$ cat config.mk
export PLATFORM = sky130hd
export DESIGN_NAME = config_fuse_decode
export DESIGN_NICKNAME = d
export VERILOG_FILES = /design/src/design/cfg_pkg.sv /design/src/design/sync_two_stage.sv /design/src/design/config_fuse_decode.sv
export SDC_FILE = /design/constraint.sdc
export NUM_CORES = 1
export LEC_CHECK = 0
export ABC_CLOCK_PERIOD_IN_PS = 4630
export CORE_MARGIN = 2
export CORE_UTILIZATION = 48
export CTS_CLUSTER_SIZE = 24
export DETAILED_ROUTE_END_ITERATION = 8
export DONT_BUFFER_PORTS = 1
export PLACE_DENSITY_LB_ADDON = 0.05
export SLEW_MARGIN = 15
export SYNTH_ARGS = -nofsm -noshare
export SYNTH_HDL_FRONTEND = slang
export SYNTH_SLANG_ARGS = --single-unit
export TNS_END_PERCENT = 50
$ cat constraint.sdc
create_clock -name i_clk -period 4.63 [get_ports i_clk]
set_clock_uncertainty 0.2 [all_clocks]
set_input_delay 0.2315 -clock i_clk [delete_from_list [all_inputs] [get_ports i_clk]]
set_output_delay 0.2315 -clock i_clk [all_outputs]
set_load 0.005 [all_outputs]
$ cat src/design/cfg_pkg.sv
// shared constants and carrier types for the configuration decoder
package cfg_pkg;

  // raw configuration word as it leaves the non-volatile array
  typedef struct packed {
    logic       watchdog_prescale_select;
    logic [3:0] watchdog_postscale_select;
    logic       pll_lock_wait_enable;
    logic       i2c_pin_alternate_select;
    logic [1:0] debug_channel_select;
    logic       pwm_reset_pin_owner;
    logic       high_side_polarity;
    logic       low_side_polarity;
  } cfg_fuse_t;

  localparam int FUSE_W = $bits(cfg_fuse_t);

  // decoded settings handed to the watchdog and debug units
  typedef struct packed {
    logic [7:0]  wdt_prescale_ratio;
    logic [15:0] wdt_postscale_ratio;
    logic [2:0]  debug_pair_onehot;
    logic        debug_select_reserved;
  } cfg_decoded_t;

  // register port request
  typedef struct packed {
    logic [3:0]  addr;
    logic [31:0] wdata;
    logic        wr;
    logic        rd;
  } reg_req_t;

  // register byte addresses
  localparam logic [3:0] ADDR_DEVICE_IDENTIFIER = 4'h0;
  localparam logic [3:0] ADDR_SILICON_REVISION  = 4'h4;
  localparam logic [3:0] ADDR_STATUS            = 4'h8;
  localparam logic [3:0] ADDR_CONTROL           = 4'hC;

  // control register fields
  localparam int CTRL_PWM_TAKE_BIT = 0;
  localparam logic [31:0] CTRL_RESET = 32'h0000_0000;

  // status register fields
  localparam int STAT_CORE_RUN_BIT = 12;
  localparam int STAT_CAPTURED_BIT = 13;
  localparam int STAT_PLL_LOCK_BIT = 14;

  localparam int ID_W = 24;

  // watchdog ratio encodings
  localparam logic [7:0] PRESCALE_RATIO_HI = 8'h80;
  localparam logic [7:0] PRESCALE_RATIO_LO = 8'h20;
  localparam logic [15:0] POSTSCALE_ONE    = 16'h0001;

  // debug channel codes
  localparam logic [1:0] DEBUG_CODE_ONE      = 2'h3;
  localparam logic [1:0] DEBUG_CODE_TWO      = 2'h2;
  localparam logic [1:0] DEBUG_CODE_THREE    = 2'h1;
  localparam logic [1:0] DEBUG_CODE_RESERVED = 2'h0;

  localparam int PWM_PAIRS = 3;

  // regulator start-up hold-off
  localparam int CLK_PERIOD_NS     = 10;
  localparam int STARTUP_TIME_NS   = 20000;
  localparam int STARTUP_CYC       =
    (STARTUP_TIME_NS + CLK_PERIOD_NS - 1) / CLK_PERIOD_NS;
  localparam int STARTUP_CNT_W     = $clog2(STARTUP_CYC + 1);
  localparam logic [STARTUP_CNT_W-1:0] STARTUP_LAST =
    STARTUP_CNT_W'(STARTUP_CYC - 1);

endpackage : cfg_pkg

$ cat src/design/sync_two_stage.sv
// two flip-flop synchroniser for levels arriving from outside the clock
`timescale 1ns/1ns
module sync_two_stage #(
  parameter int WIDTH = 1
) (
  input  wire logic             i_clk,   // system clock
  input  wire logic             i_rst_n, // async reset, active low
  input  wire logic [WIDTH-1:0] i_async, // level from another domain
  output logic      [WIDTH-1:0] o_sync   // level safe to use
);

  logic [WIDTH-1:0] stage_one;

  // first stage feeds only the second, to bound metastability
  always_ff @(posedge i_clk or negedge i_rst_n) begin
    if (!i_rst_n) begin
      stage_one <= '0;
      o_sync    <= '0;
    end else begin
      stage_one <= i_async;
      o_sync    <= stage_one;
    end
  end

endmodule : sync_two_stage

$ cat src/design/config_fuse_decode.sv
// configuration decode, identification words and start-up hold-off
// Overview of operation
// [RQ1] prescale bit one gives divide 128, zero gives divide 32
// [RQ2] four-bit postscale code n gives divide two to the power n
// [RQ3] with lock wait set, switch to pll completes only after lock
// [RQ4] i2c goes to primary pins when select is one, else alternate
// [RQ5] debug code 11, 10, 01 pick pairs one, two, three; 00 reserved
// [RQ6] owner bit one keeps pwm pins tri-stated until software hands over
// [RQ7] high-side pwm outputs active high when polarity one, else low
// [RQ8] low-side pwm outputs active high when polarity one, else low
// [RQ9] 24-bit device identifier is read-only, writes ignored
// [RQ10] 24-bit silicon revision is read-only, writes ignored
// [RQ11] after power-on, core held for about 20 us regulator start-up
// [RQ12] same hold-off applied on every resume after power-down
// [RQ13] decoded settings captured during reset, stable until next reset; code captures at end of first hold-off after reset release
`timescale 1ns/1ns
module config_fuse_decode #(
  parameter logic [23:0] DEVICE_ID_VALUE = 24'h00_1234, // arbitrary
  parameter logic [23:0] REVISION_VALUE  = 24'h00_0001  // arbitrary
) (
  input  wire logic                  i_clk,          // system clock
  input  wire logic                  i_rst_n,        // async reset
  input  wire cfg_pkg::cfg_fuse_t    i_fuse,         // raw config word
  input  wire logic                  i_power_down,   // regulator off
  input  wire logic                  i_pll_lock,     // pll lock, async
  input  wire logic                  i_switch_req,   // clock switch pulse
  input  wire logic                  i_switch_to_pll,// switch targets pll
  output logic                       o_switch_done,  // switch complete
  output logic                       o_core_run,     // core released
  output cfg_pkg::cfg_decoded_t      o_decoded,      // decoded settings
  input  wire logic                  i_i2c_sda_drive,// i2c pulls sda low
  input  wire logic                  i_i2c_scl_drive,// i2c pulls scl low
  output logic                       o_i2c_sda_in,   // sda seen by i2c
  output logic                       o_i2c_scl_in,   // scl seen by i2c
  input  wire logic                  i_pri_sda_in,   // primary data pin
  input  wire logic                  i_pri_scl_in,   // primary clock pin
  input  wire logic                  i_alt_sda_in,   // alternate data pin
  input  wire logic                  i_alt_scl_in,   // alternate clock pin
  output logic                       o_pri_sda_out,  // primary data out
  output logic                       o_pri_sda_oe,   // primary data oe
  output logic                       o_pri_scl_out,  // primary clock out
  output logic                       o_pri_scl_oe,   // primary clock oe
  output logic                       o_alt_sda_out,  // alternate data out
  output logic                       o_alt_sda_oe,   // alternate data oe
  output logic                       o_alt_scl_out,  // alternate clk out
  output logic                       o_alt_scl_oe,   // alternate clk oe
  input  wire logic [2:0]            i_pwm_high,     // high side, active
  input  wire logic [2:0]            i_pwm_low,      // low side, active
  output logic      [2:0]            o_pwm_high_pin, // high side pins
  output logic      [2:0]            o_pwm_low_pin,  // low side pins
  output logic      [2:0]            o_pwm_high_oe,  // high side oe
  output logic      [2:0]            o_pwm_low_oe,   // low side oe
  input  wire cfg_pkg::reg_req_t     i_bus,          // register request
  output logic      [31:0]           o_rdata         // read data
);
  import cfg_pkg::*;

  typedef enum logic [1:0] {HOLD, RUN, DOWN} hold_state_t;
  typedef enum logic [1:0] {SW_IDLE, SW_WAIT, SW_DONE} switch_state_t;

  cfg_fuse_t                fuse_sync;
  cfg_fuse_t                cfg;
  logic                     captured;
  logic                     power_down_sync;
  logic                     pll_lock_sync;
  hold_state_t              hold_state;
  logic [STARTUP_CNT_W-1:0] hold_cnt;
  switch_state_t            sw_state;
  logic [31:0]              control;
  logic                     pwm_take;
  logic                     pri_sda_s, pri_scl_s, alt_sda_s, alt_scl_s;

  sync_two_stage #(.WIDTH(FUSE_W)) u_fuse_sync (
    .i_clk   (i_clk),
    .i_rst_n (i_rst_n),
    .i_async (i_fuse),
    .o_sync  (fuse_sync)
  );

  sync_two_stage #(.WIDTH(2)) u_level_sync (
    .i_clk   (i_clk),
    .i_rst_n (i_rst_n),
    .i_async ({i_power_down, i_pll_lock}),
    .o_sync  ({power_down_sync, pll_lock_sync})
  );

  sync_two_stage #(.WIDTH(4)) u_pin_sync (
    .i_clk   (i_clk),
    .i_rst_n (i_rst_n),
    .i_async ({i_pri_sda_in, i_pri_scl_in, i_alt_sda_in, i_alt_scl_in}),
    .o_sync  ({pri_sda_s, pri_scl_s, alt_sda_s, alt_scl_s})
  );

  // ---------------- start-up hold-off ----------------
  wire hold_expired = (hold_cnt == STARTUP_LAST);

  // [RQ11] power-on hold-off
  // [RQ12] resume hold-off
  always_ff @(posedge i_clk or negedge i_rst_n) begin
    if (!i_rst_n) begin
      hold_state <= HOLD;
      hold_cnt   <= '0;
      o_core_run <= 1'b0;
    end else begin
      case (hold_state)
        HOLD: begin
          hold_cnt <= hold_cnt + 1'b1;
          if (hold_expired) begin
            hold_state <= RUN;
            o_core_run <= 1'b1;
          end
        end
        RUN: begin
          if (power_down_sync) begin
            hold_state <= DOWN;
            o_core_run <= 1'b0;
          end
        end
        DOWN: begin
          hold_cnt <= '0;
          if (!power_down_sync) begin
            hold_state <= HOLD;
          end
        end
        default: begin
          hold_state <= HOLD;
          hold_cnt   <= '0;
          o_core_run <= 1'b0;
        end
      endcase
    end
  end

  // [RQ13] capture once
  // the fuse word is sampled through the whole first hold-off, long
  // after the synchroniser has settled, then frozen until reset
  always_ff @(posedge i_clk or negedge i_rst_n) begin
    if (!i_rst_n) begin
      cfg      <= '0;
      captured <= 1'b0;
    end else if (!captured) begin
      cfg <= fuse_sync;
      if (hold_state == HOLD && hold_expired) begin
        captured <= 1'b1;
      end
    end
  end

  // ---------------- watchdog and debug decode ----------------
  // [RQ1] prescale ratio
  wire [7:0] next_prescale = cfg.watchdog_prescale_select ?
                             PRESCALE_RATIO_HI : PRESCALE_RATIO_LO;
  // [RQ2] postscale ratio
  wire [15:0] next_postscale = POSTSCALE_ONE <<
                               cfg.watchdog_postscale_select;
  // [RQ5] debug pair select
  wire [2:0] next_debug_pair =
    {cfg.debug_channel_select == DEBUG_CODE_THREE,
     cfg.debug_channel_select == DEBUG_CODE_TWO,
     cfg.debug_channel_select == DEBUG_CODE_ONE};
  wire next_debug_reserved = captured &&
    (cfg.debug_channel_select == DEBUG_CODE_RESERVED);

  // outputs held quiet until capture so consumers never see raw bits
  always_ff @(posedge i_clk or negedge i_rst_n) begin
    if (!i_rst_n) begin
      o_decoded <= '0;
    end else begin
      o_decoded.wdt_prescale_ratio    <= captured ? next_prescale : '0;
      o_decoded.wdt_postscale_ratio   <= captured ? next_postscale : '0;
      o_decoded.debug_pair_onehot     <= captured ? next_debug_pair : '0;
      o_decoded.debug_select_reserved <= next_debug_reserved;
    end
  end

  // ---------------- clock switch lock wait ----------------
  wire need_lock = cfg.pll_lock_wait_enable && i_switch_to_pll;

  // [RQ3] lock wait
  always_ff @(posedge i_clk or negedge i_rst_n) begin
    if (!i_rst_n) begin
      sw_state      <= SW_IDLE;
      o_switch_done <= 1'b0;
    end else begin
      o_switch_done <= 1'b0;
      case (sw_state)
        SW_IDLE: begin
          if (i_switch_req) begin
            sw_state <= need_lock ? SW_WAIT : SW_DONE;
          end
        end
        SW_WAIT: begin
          if (pll_lock_sync) begin
            sw_state <= SW_DONE;
          end
        end
        SW_DONE: begin
          o_switch_done <= 1'b1;
          sw_state      <= SW_IDLE;
        end
        default: begin
          sw_state <= SW_IDLE;
        end
      endcase
    end
  end

  // ---------------- i2c pin routing ----------------
  // [RQ4] i2c pin pair
  wire use_pri = cfg.i2c_pin_alternate_select;
  always_ff @(posedge i_clk or negedge i_rst_n) begin
    if (!i_rst_n) begin
      o_pri_sda_oe <= 1'b0;
      o_pri_scl_oe <= 1'b0;
      o_alt_sda_oe <= 1'b0;
      o_alt_scl_oe <= 1'b0;
      o_i2c_sda_in <= 1'b1;
      o_i2c_scl_in <= 1'b1;
    end else begin
      o_pri_sda_oe <= captured && use_pri && i_i2c_sda_drive;
      o_pri_scl_oe <= captured && use_pri && i_i2c_scl_drive;
      o_alt_sda_oe <= captured && !use_pri && i_i2c_sda_drive;
      o_alt_scl_oe <= captured && !use_pri && i_i2c_scl_drive;
      o_i2c_sda_in <= use_pri ? pri_sda_s : alt_sda_s;
      o_i2c_scl_in <= use_pri ? pri_scl_s : alt_scl_s;
    end
  end
  // open-drain: the pins only ever pull low
  assign o_pri_sda_out = 1'b0;
  assign o_pri_scl_out = 1'b0;
  assign o_alt_sda_out = 1'b0;
  assign o_alt_scl_out = 1'b0;

  // ---------------- pwm ownership and polarity ----------------
  assign pwm_take = control[CTRL_PWM_TAKE_BIT];
  // [RQ6] pin ownership
  wire pwm_drive = captured && (!cfg.pwm_reset_pin_owner || pwm_take);
  // [RQ7] high polarity
  wire [2:0] next_high_pin = i_pwm_high ^ {PWM_PAIRS{~cfg.high_side_polarity}};
  // [RQ8] low polarity
  wire [2:0] next_low_pin = i_pwm_low ^ {PWM_PAIRS{~cfg.low_side_polarity}};

  always_ff @(posedge i_clk or negedge i_rst_n) begin
    if (!i_rst_n) begin
      o_pwm_high_pin <= '0;
      o_pwm_low_pin  <= '0;
      o_pwm_high_oe  <= '0;
      o_pwm_low_oe   <= '0;
    end else begin
      o_pwm_high_pin <= next_high_pin;
      o_pwm_low_pin  <= next_low_pin;
      o_pwm_high_oe  <= {PWM_PAIRS{pwm_drive}};
      o_pwm_low_oe   <= {PWM_PAIRS{pwm_drive}};
    end
  end

  // ---------------- register port ----------------
  wire sel_id   = (i_bus.addr == ADDR_DEVICE_IDENTIFIER);
  wire sel_rev  = (i_bus.addr == ADDR_SILICON_REVISION);
  wire sel_stat = (i_bus.addr == ADDR_STATUS);
  wire sel_ctrl = (i_bus.addr == ADDR_CONTROL);

  wire [31:0] status_word = {17'h0_0000, pll_lock_sync, captured,
                             o_core_run, cfg};
  // [RQ9] identifier read-only
  // [RQ10] revision read-only
  wire [31:0] next_rdata =
    !i_bus.rd ? 32'h0000_0000 :
    sel_id    ? {8'h00, DEVICE_ID_VALUE} :
    sel_rev   ? {8'h00, REVISION_VALUE} :
    sel_stat  ? status_word :
    sel_ctrl  ? control : 32'h0000_0000;

  // only the control word is writable; other addresses drop writes
  always_ff @(posedge i_clk or negedge i_rst_n) begin
    if (!i_rst_n) begin
      control <= CTRL_RESET;
      o_rdata <= '0;
    end else begin
      if (i_bus.wr && sel_ctrl) begin
        control <= {31'h0000_0000, i_bus.wdata[CTRL_PWM_TAKE_BIT]};
      end
      o_rdata <= next_rdata;
    end
  end

  logic [STARTUP_CNT_W:0] run_gap;
  always_ff @(posedge i_clk or negedge i_rst_n) begin
    if (!i_rst_n) begin
      run_gap <= '0;
    end else if (o_core_run) begin
      run_gap <= '0;
    end else begin
      run_gap <= run_gap + 1'b1;
    end
  end
endmodule : config_fuse_decode

Word-level counts from Yosys, hierarchy flattened
Index checks and enable logic that the tools add are counted.
- add/subtract/negate cells: 1
- eq/ne operators: 16
- shift-type cells: 1
- multiplexer cells: 26
- bitwise operators: 5
- reductions and logical operators: 21
- operators by type and width (cell ; count):
    $mux W15 ; 4
    $pmux W11 S2 ; 1
    $mux W16 ; 1
    $mux W8 ; 2
    $shl A1 B4 Y16 const A ; 1
    $mux W2 ; 6
    $add A11 B1 Y11 const B ; 1
    $eq A11 B11 Y1 const B ; 1
    $logic_and A1 B1 Y1 ; 11
    $eq A2 B2 Y1 const B ; 4
    $eq A4 B4 Y1 const B ; 2
    $mux W1 ; 8
    $eq A2 B1 Y1 const B ; 3
    $logic_not A2 Y1 ; 3
    $ne A2 B2 Y1 const B ; 3
    $pmux W2 S3 ; 1
    $reduce_and A3 Y1 ; 2
    $xor A3 B3 Y3 ; 2
    $eq A4 B3 Y1 const B ; 1
    $logic_not A4 Y1 ; 1
    $ne A2 B1 Y1 const B ; 2
    $pmux W2 S2 ; 1
    $mux W3 ; 1
    $not A1 Y1 ; 3
    4 further kinds ; 5
- register bits after elaboration: 123
- bits of input ports: 68
- output and inout bits: 84

Logic depth before layout (Yosys ltp)
Gate-level depths: netlist (run 1).
- word-level depth: 6
- mapped depth: 4

By module
A second synthesis (run 1) with hierarchy kept.
- cell total of the unflattened synthesis: 306
- area total of the unflattened synthesis: 4170.2 µm²
- modules (own cells, without submodules) (module ; instances ; cells an instance ; area an instance (µm²) ; sequential area each (µm²)):
    config_fuse_decode ; 1 ; 270 ; 3269.4 ; 2029.4
    sync_two_stage at u_fuse_sync ; 1 ; 24 ; 600.6 ; 600.6
    sync_two_stage at u_pin_sync ; 1 ; 8 ; 200.2 ; 200.2
    sync_two_stage at u_level_sync ; 1 ; 4 ; 100.1 ; 100.1

Worst setup path before layout (run 1)
No wires, ideal clock.
- path type: reg-to-reg
- from: reg hold_cnt[0]
- to: reg captured
- setup time: 0.127 ns
- data arrival time: 1.302 ns
- data required time: 4.303 ns
- slack: 3.001 ns
- stages on the path, launching flop included: 5
- buffers on the path: 0
- period minus slack after synthesis: 1.629 ns
- cell sequence: dfrtp_1 -> ha_1 -> nand4b_1 -> and4bb_2 -> or2_2
- word-level cells in the longest chain between the ends: 4
- ends and longest elaborated chain (element ; line ; source):
    from (decl) ; config_fuse_decode.sv:67 ; logic [STARTUP_CNT_W-1:0] hold_cnt;
    from (signal assigned) ; config_fuse_decode.sv:107 ; hold_cnt <= hold_cnt + 1'b1;
    $eq A11 B11 Y1 ; config_fuse_decode.sv:95 ; wire hold_expired = (hold_cnt == STARTUP_LAST);
    $logic_and A1 B1 Y1 ; config_fuse_decode.sv:143 ; if (hold_state == HOLD && hold_expired) begin
    $mux W1 ; config_fuse_decode.sv:143 ;
    $mux W1 ; config_fuse_decode.sv:141 ; end else if (!captured) begin
    to (signal assigned) ; config_fuse_decode.sv:140 ; captured <= 1'b0;
    to (signal assigned) ; config_fuse_decode.sv:144 ; captured <= 1'b1;
    to (decl) ; config_fuse_decode.sv:63 ; logic captured;
Every way passes these cells.
A chain may end at the register's enable or synchronous reset.

Worst setup path in the final report (run 1)
- from: reg captured
- to: reg o_decoded[16] (netlist name)
- word-level cells in the longest chain between the ends: 1
- ends and longest elaborated chain (element ; line ; source):
    $mux W16 ; config_fuse_decode.sv:170 ; o_decoded.wdt_postscale_ratio <= captured ? next_postscale : '0;
    to (decl) ; config_fuse_decode.sv:30 ; output cfg_pkg::cfg_decoded_t o_decoded,
Every way passes these cells.

==> results of run 1 <==
path summary, 6_finish.rpt:
path | depth (start not counted) | slack [ns] | end
max in group asynchronous | 2 | 3.68 | o_i2c_scl_in$_DFF_PN1_
min reg2reg | 0 | 0.14 | u_fuse_sync.o_sync[1]$_DFF_PN0_
max | 2 | 2.67 | o_decoded[16]$_DFF_PN0_
max reg2reg | 2 | 2.67 | o_decoded[16]$_DFF_PN0_
min in group asynchronous | 2 | 0.14 | o_decoded[19]$_DFF_PN0_
min | 3 | 0.02 | o_rdata[5]$_DFF_PN0_
flip-flops by register name (all words and copies together) (netlist names), 4 cells and up:
signal,cells
o_decoded,22
u_pin_sync.o_sync,4
o_rdata,15
hold_cnt,11
u_pin_sync.stage_one,4
u_fuse_sync.o_sync,12
u_fuse_sync.stage_one,12
cfg,11
cell usage in the layout (no fill, tap or decap), types with 3 or more instances in the layout:
cell type	netlist	layout
and3b_1	3	3
nor3b_1	3	3
bufinv_16	0	3
a21oi_1	6	6
or4_1	3	3
inv_1	5	5
nand3_1	3	3
nor3_1	9	9
clkbuf_1	5	3
nand4_1	3	3
conb_1	1	27
xnor2_1	6	6
a21o_2	5	5
clkbuf_8	0	6
o21ai_0	5	5
nand2_1	5	5
o31ai_1	3	3
dlygate4sd3_1	0	36
and2_1	5	5
and2_2	6	6
xor2_1	5	5
nor2b_1	4	4
dfrtp_1	115	115
nor2_1	15	15
mux2_2	14	14
clkbuf_16	0	16
and3_1	3	3
cells by family after synthesis:
logic type	share of synthesized area (%)
AOI/OAI and AO/OA	4.024
DFF	69.81
other	0.08933
adders and majority gates	0.2980
buffers and inverters	7.392
xor gates and xnor gates	2.295
and+or+nand+nor	12.10
muxes	3.994
worst min-delay path: cells and delay by family:
kind             cells  cell delay (ns)
AND/OR/NAND/NOR      2             0.25
AO/OA/AOI/OAI        1             0.21
cell type report:
| cell class | instances | area (µm²) |
|---|---|---|
| fill | 677 | 3453 |
| sequential | 117 | 2930 |
| clock buffer | 25 | 494.2 |
| clock inverter | 7 | 118.9 |
| inverter | 5 | 18.77 |
| timing repair buffer | 37 | 387.9 |
| tap | 108 | 135.1 |
| multi-input combinational | 158 | 1055 |
per-layer routing:
| layer | global-route usage [%] | vias to the layer above | share of wire (%) |
|---|---|---|---|
| met2 | 23.24 | 92 | 49 |
| li1 | - | 1019 | - |
| met4 | 6.090 | 0 | 1.2 |
| met3 | 6.331 | 8 | 6.6 |
| met1 | 19.92 | 1069 | 43 |
| met5 | 0 | - | 0 |
what timing repair did:
action | in CTS | in global routing
setup buffers | 0 | 0
hold endpoints to repair | 163 | 0
gates resized for setup | 0 | 0
hold buffers | 37 | 0
report_power, final:
part,switching (mW),internal [mW],leakage (nW),total (mW)
clock,0.421,0.891,0.295,1.31
combinational,0.0395,0.0404,0.624,0.0799
sequential,0.0212,1.06,1.48,1.08
total,0.481,1.99,2.40,2.47
per-stage QoR:
step | setup slack [ns] | hold slack [ns] | cells
floorplan | 3.001 | -0.2641 | 321
global placement | 2.695 | -0.2619 | 388
detailed placement | 2.652 | -0.2617 | 388
CTS | 2.668 | 0.005171 | 457
global route | 2.458 | 0.01875 | 457
finish | 2.672 | 0.01978 | 457
==> flow_metrics.env, run 1 <==
export IMPL_outcome="complete, no violations"
export IMPL_start_util_pct=48.85
export IMPL_synthCells=295
export IMPL_setup_viol=0
export IMPL_p_per_area_nw_per_um2=481.0
export IMPL_path_cells="nand2_1, nor4b_1"
export IMPL_drive_above_1_share_pct=18.05
export IMPL_n_antenna_cell=0
export IMPL_design_area_um2=5140
export IMPL_slew_violations=0
export IMPL_clock_latency_ns=0.50
export IMPL_grt_max_degree=118
export IMPL_wl_per_cell_um=14.54
export IMPL_hold_start="i_bus[34]"
export IMPL_grt_setup_unrepaired="no"
export IMPL_synthArstFlopShare_pct=100.0
export IMPL_grt_pass1_vias=2185
export IMPL_power_mw=2.472
export IMPL_syn_area_um2=4198
export IMPL_cp_max_fo=29
export IMPL_cp_data_arrival_time_ns=2.13
export IMPL_dp_hpwl_mm=3.874
export IMPL_wirelength_mm=6.645
export IMPL_via_per_inst=4.788
export IMPL_startpoint_type="flop"
export IMPL_port_buffers=0
export IMPL_slowest_delay_ns=0.96
export IMPL_r2r_start="captured$_DFF_PN0_"
export IMPL_die_area_um2=9509
export IMPL_timing_hold_violations_final=0
export IMPL_fin_tns_setup_ns=0
export IMPL_ys_flop_type="dfrtp_1"
export IMPL_die_height_um=97.52
export IMPL_path_clk_slew_ns=0.05
export IMPL_synth_seq_cells=117
export IMPL_htreeDepth=4
export IMPL_grt_overflow_total=0
export IMPL_critPathCaptureType="flop"
export IMPL_ant_nets=0
export IMPL_finalCritPeriodShare_pct=42.29
export IMPL_gp_congestion=0.7078
export IMPL_fin_util_pct=59.81
export IMPL_synth_distinct_cells=46
export IMPL_hp_class="in -> reg"
export IMPL_crit_buf_inv=0
export IMPL_die_w_um=97.52
export IMPL_crit_required_ns=4.81
export IMPL_synth_edff_count=0
export IMPL_coreArea_um2=8593
export IMPL_num_io_pins=152
export IMPL_critical_path_class="reg -> reg"
export IMPL_root_buffer="clkbuf_8"
export IMPL_drv_cap=0
export IMPL_drtPass1Iterations=4
export IMPL_min_period_ns=1.958
export IMPL_leakage_nw=2.401
export IMPL_clk_path_buf_depth=2
export IMPL_grtUsageTotal_pct=15.40
export IMPL_yosys_top_cells_area="dfrtp_1 69%, buf_4 5.7%, mux2_2 3.8%"
export IMPL_synthTopCellsByCount="115 x dfrtp_1, 32 x buf_4, 15 x nor2_1"
export IMPL_slew_headroom_pct=37.09
export IMPL_rows=34
export IMPL_max_freq_ghz=0.5107
export IMPL_crit_path_start="captured$_DFF_PN0_"
export IMPL_tritoncts="yes"
export IMPL_synth_top_cell_area_share_pct=68.55
export IMPL_seq_area_frac_synth_pct=69.81
export IMPL_initialDrtViolationCount=102
export IMPL_drc_errors=0
export IMPL_place_area_um2=4139
export IMPL_via_count=2188
export IMPL_crit_slowest_cell="dfrtp_1"
export IMPL_synth_top_area_cell="dfrtp_1"
export IMPL_grt_pass1_wl_mm=11.19
export IMPL_cts_sinks=117
export IMPL_cp_top_family="flip-flops"
export IMPL_ys_warn_count=0
export IMPL_nNetsFinal=405
export IMPL_syn2layout_area_growth_pct=22.44
export IMPL_grt_antenna_before_repair=0
export IMPL_tightest_slew_ns=0.9436
export IMPL_postSynthAreaPerCell_um2=14.23
export IMPL_yosysMostFrequentCell="dfrtp_1"
export IMPL_peakVddDrop_uv=239.8
export IMPL_cts_buffers=17
(Power assumes the default switching activity.)
==> run 2: changes to the inputs <==
--- a/config.mk
+++ b/config.mk
@@ -5,7 +5,7 @@
 export SDC_FILE = /design/constraint.sdc
 export NUM_CORES = 1
 export LEC_CHECK = 0
-export ABC_CLOCK_PERIOD_IN_PS = 4630
+export ABC_CLOCK_PERIOD_IN_PS = 1800
 export CORE_MARGIN = 2
 export CORE_UTILIZATION = 48
 export CTS_CLUSTER_SIZE = 24
==> constraint.sdc (replaced) <==
create_clock -name i_clk -period 1.8 [get_ports i_clk]
set_clock_uncertainty 0.2 [all_clocks]
set_input_delay 0.09 -clock i_clk [delete_from_list [all_inputs] [get_ports i_clk]]
set_output_delay 0.09 -clock i_clk [all_outputs]
set_load 0.005 [all_outputs]
==> run 2 against run 1 <==
The flow now finishes with violations (hold timing); via count is 6.9% higher; sequential share of layout area fell by 2.7 points; clock power rose to 2.7 times the previous value; first-iteration DRC count is 35% lower; global-route usage rose by 1.3 points; final area is 4.9% higher; cell count increased by 5.7%; critical endpoint is now sw_state[0]$_DFFE_PN0P_; largest cell class unchanged.
==> flow_metrics.env, run 2 (same netlist as run 1, synthesis figures left out) <==
export IMPL_drive_above_1_share_pct=19.20
export IMPL_grt_pass1_wl_mm=12.15
export IMPL_setup_viol=0
export IMPL_die_area_um2=9509
export IMPL_critPathCaptureType="flop"
export IMPL_gp_congestion=0.7438
export IMPL_root_buffer="clkbuf_8"
export IMPL_holdWs_ns=-0.9222
export IMPL_cp_data_arrival_time_ns=1.92
export IMPL_cts_sinks=117
export IMPL_syn2layout_area_growth_pct=28.49
export IMPL_fin_util_pct=62.77
export IMPL_num_io_pins=152
export IMPL_startpoint_type="flop"
export IMPL_grt_overflow_total=0
export IMPL_n_antenna_cell=0
export IMPL_hp_class="in -> async"
export IMPL_reg_largest_list="o_decoded: 22 flops, o_rdata: 15 flops"
export IMPL_via_count=2340
export IMPL_dp_hpwl_mm=4.062
export IMPL_path_clk_slew_ns=0.06
export IMPL_die_w_um=97.52
export IMPL_top_register="o_decoded"
export IMPL_mostFrequentLayoutCell="dfrtp_1"
export IMPL_start_util_pct=48.85
export IMPL_peakVddDrop_uv=895.3
export IMPL_die_height_um=97.52
export IMPL_htreeDepth=4
export IMPL_mostFrequentLayoutCells="115 x dfrtp_1, 55 x dlygate4sd3_1, 27 x conb_1"
export IMPL_min_period_ns=1.681
export IMPL_drtPass1Iterations=4
export IMPL_wirelength_mm=7.178
export IMPL_wl_per_cell_um=14.86
export IMPL_fin_tns_setup_ns=0
export IMPL_grt_max_degree=118
export IMPL_outcome="finished, violations left"
export IMPL_ctsHoldBuffers=56
export IMPL_port_buffers=0
export IMPL_postCtsSetupBuffers=0
export IMPL_ant_nets=0
export IMPL_clock_latency_ns=0.50
export IMPL_drc_errors=0
export IMPL_r2r_end="sw_state[0]$_DFFE_PN0P_"
export IMPL_timing_hold_violations_final=117
export IMPL_crit_required_ns=2.03
export IMPL_coreArea_um2=8593
export IMPL_p_per_area_nw_per_um2=1205
export IMPL_leakage_nw=2.523
export IMPL_grt_pass1_vias=2394
export IMPL_grt_antenna_before_repair=0
export IMPL_max_freq_ghz=0.5950
export IMPL_nNetsFinal=431
export IMPL_drv_cap=0
export IMPL_largest_reg_flops=22
export IMPL_crit_path_start="sw_state[0]$_DFFE_PN0P_"
export IMPL_slew_violations=0
export IMPL_clk_path_buf_depth=2
export IMPL_tritoncts="yes"
export IMPL_grtUsageTotal_pct=16.74
export IMPL_finalCritPeriodShare_pct=93.37
export IMPL_r2r_cells=4
export IMPL_via_per_inst=4.845
export IMPL_rows=34
export IMPL_cp_max_fo=4
export IMPL_initialDrtViolationCount=66
export IMPL_violations="hold timing"
export IMPL_cts_buffers=17
export IMPL_r2r_start="sw_state[0]$_DFFE_PN0P_"
export IMPL_worstSetupEndpoint="sw_state[0]$_DFFE_PN0P_"
export IMPL_grt_setup_unrepaired="no"
export IMPL_critical_path_class="reg -> reg"
export IMPL_regToRegSetupSlack_ns=0.12
[run 2: cell types whose count changed in the layout (fill, tap and decap cells not counted), sizes merged]
| cell | delta |
|---|---|
| buf | +6 |
| bufinv | +1 |
| clkbuf | -6 |
| clkinv | +2 |
| clkinvlp | +1 |
| dlygate4sd3 | +19 |
| dlymetal6s4s | +1 |
| inv | +2 |
[run 2: worst min path at each step]
| stage | from | slack (ns) | depth (start not counted) | end |
|---|---|---|---|---|
| floorplan | i_rst_n | -0.41 | 0 | captured$_DFF_PN0_ |
| global placement | i_rst_n | -0.40 | 0 | o_decoded[13]$_DFF_PN0_ |
| detailed placement | i_rst_n | -0.40 | 0 | o_decoded[13]$_DFF_PN0_ |
| CTS | i_rst_n | -0.95 | 0 | o_decoded[13]$_DFF_PN0_ |
| global route | i_rst_n | -0.96 | 0 | o_decoded[13]$_DFF_PN0_ |
| finish | i_rst_n | -0.92 | 0 | o_decoded[13]$_DFF_PN0_ |
[run 2: what timing repair did]
item	CTS	global route
hold endpoints to repair	163	117
endpoints found under the setup margin	0	1
resized for setup	0	1
[run 2: worst max-delay path, stage by stage, from the launching register on]
cell and delay [ns]:
dfrtp_1 0.42, nor2b_1 0.21, a32oi_1 0.13, dlygate4sd3_1 0.57
nor2_1 0.08
[run 2: cell type report]
cell class                 count  area, µm²
fill                         647       3199
sequential                   117       2930
multi-input combinational    158       1055
timing repair buffer          63      615.6
clock buffer                  19      441.7
clock inverter                13      197.7
tap                          108      135.1
inverter                       5      18.77
[run 2: metrics by stage]
| stage | power (mW) | instance area, µm² | setup WS [ns] | cells | hold slack, ns |
|---|---|---|---|---|---|
| 2_1_floorplan | 2.925 | 4295 | 0.1706 | 321 | -0.4056 |
| 3_3_place_gp | 2.902 | 4192 | 0.1711 | 395 | -0.4034 |
| 3_5_place_dp | 2.906 | 4192 | 0.1397 | 395 | -0.4032 |
| 4_1_cts | 6.581 | 5391 | 0.1139 | 483 | -0.9512 |
| 5_1_grt | 6.745 | 5394 | 0.04842 | 483 | -0.9599 |
| 6_report | 6.502 | 5394 | 0.1193 | 483 | -0.9222 |
[run 2: power breakdown]
group	switching, mW	total (mW)	internal [mW]	leakage (nW)
clock	1.19	3.53	2.34	0.303
sequential	0.0567	2.78	2.72	1.48
combinational	0.0625	0.192	0.130	0.738
[run 2: routing by layer]
| layer | global-route usage, % | vias to the layer above | routed length (µm) |
|---|---|---|---|
| li1 | - | 1074 | - |
| met1 | 20.76 | 1160 | 3071 |
| met2 | 25.89 | 89 | 3583 |
| met3 | 6.115 | 17 | 383 |
| met4 | 8.547 | 0 | 139 |
| met5 | 0 | - | 0 |
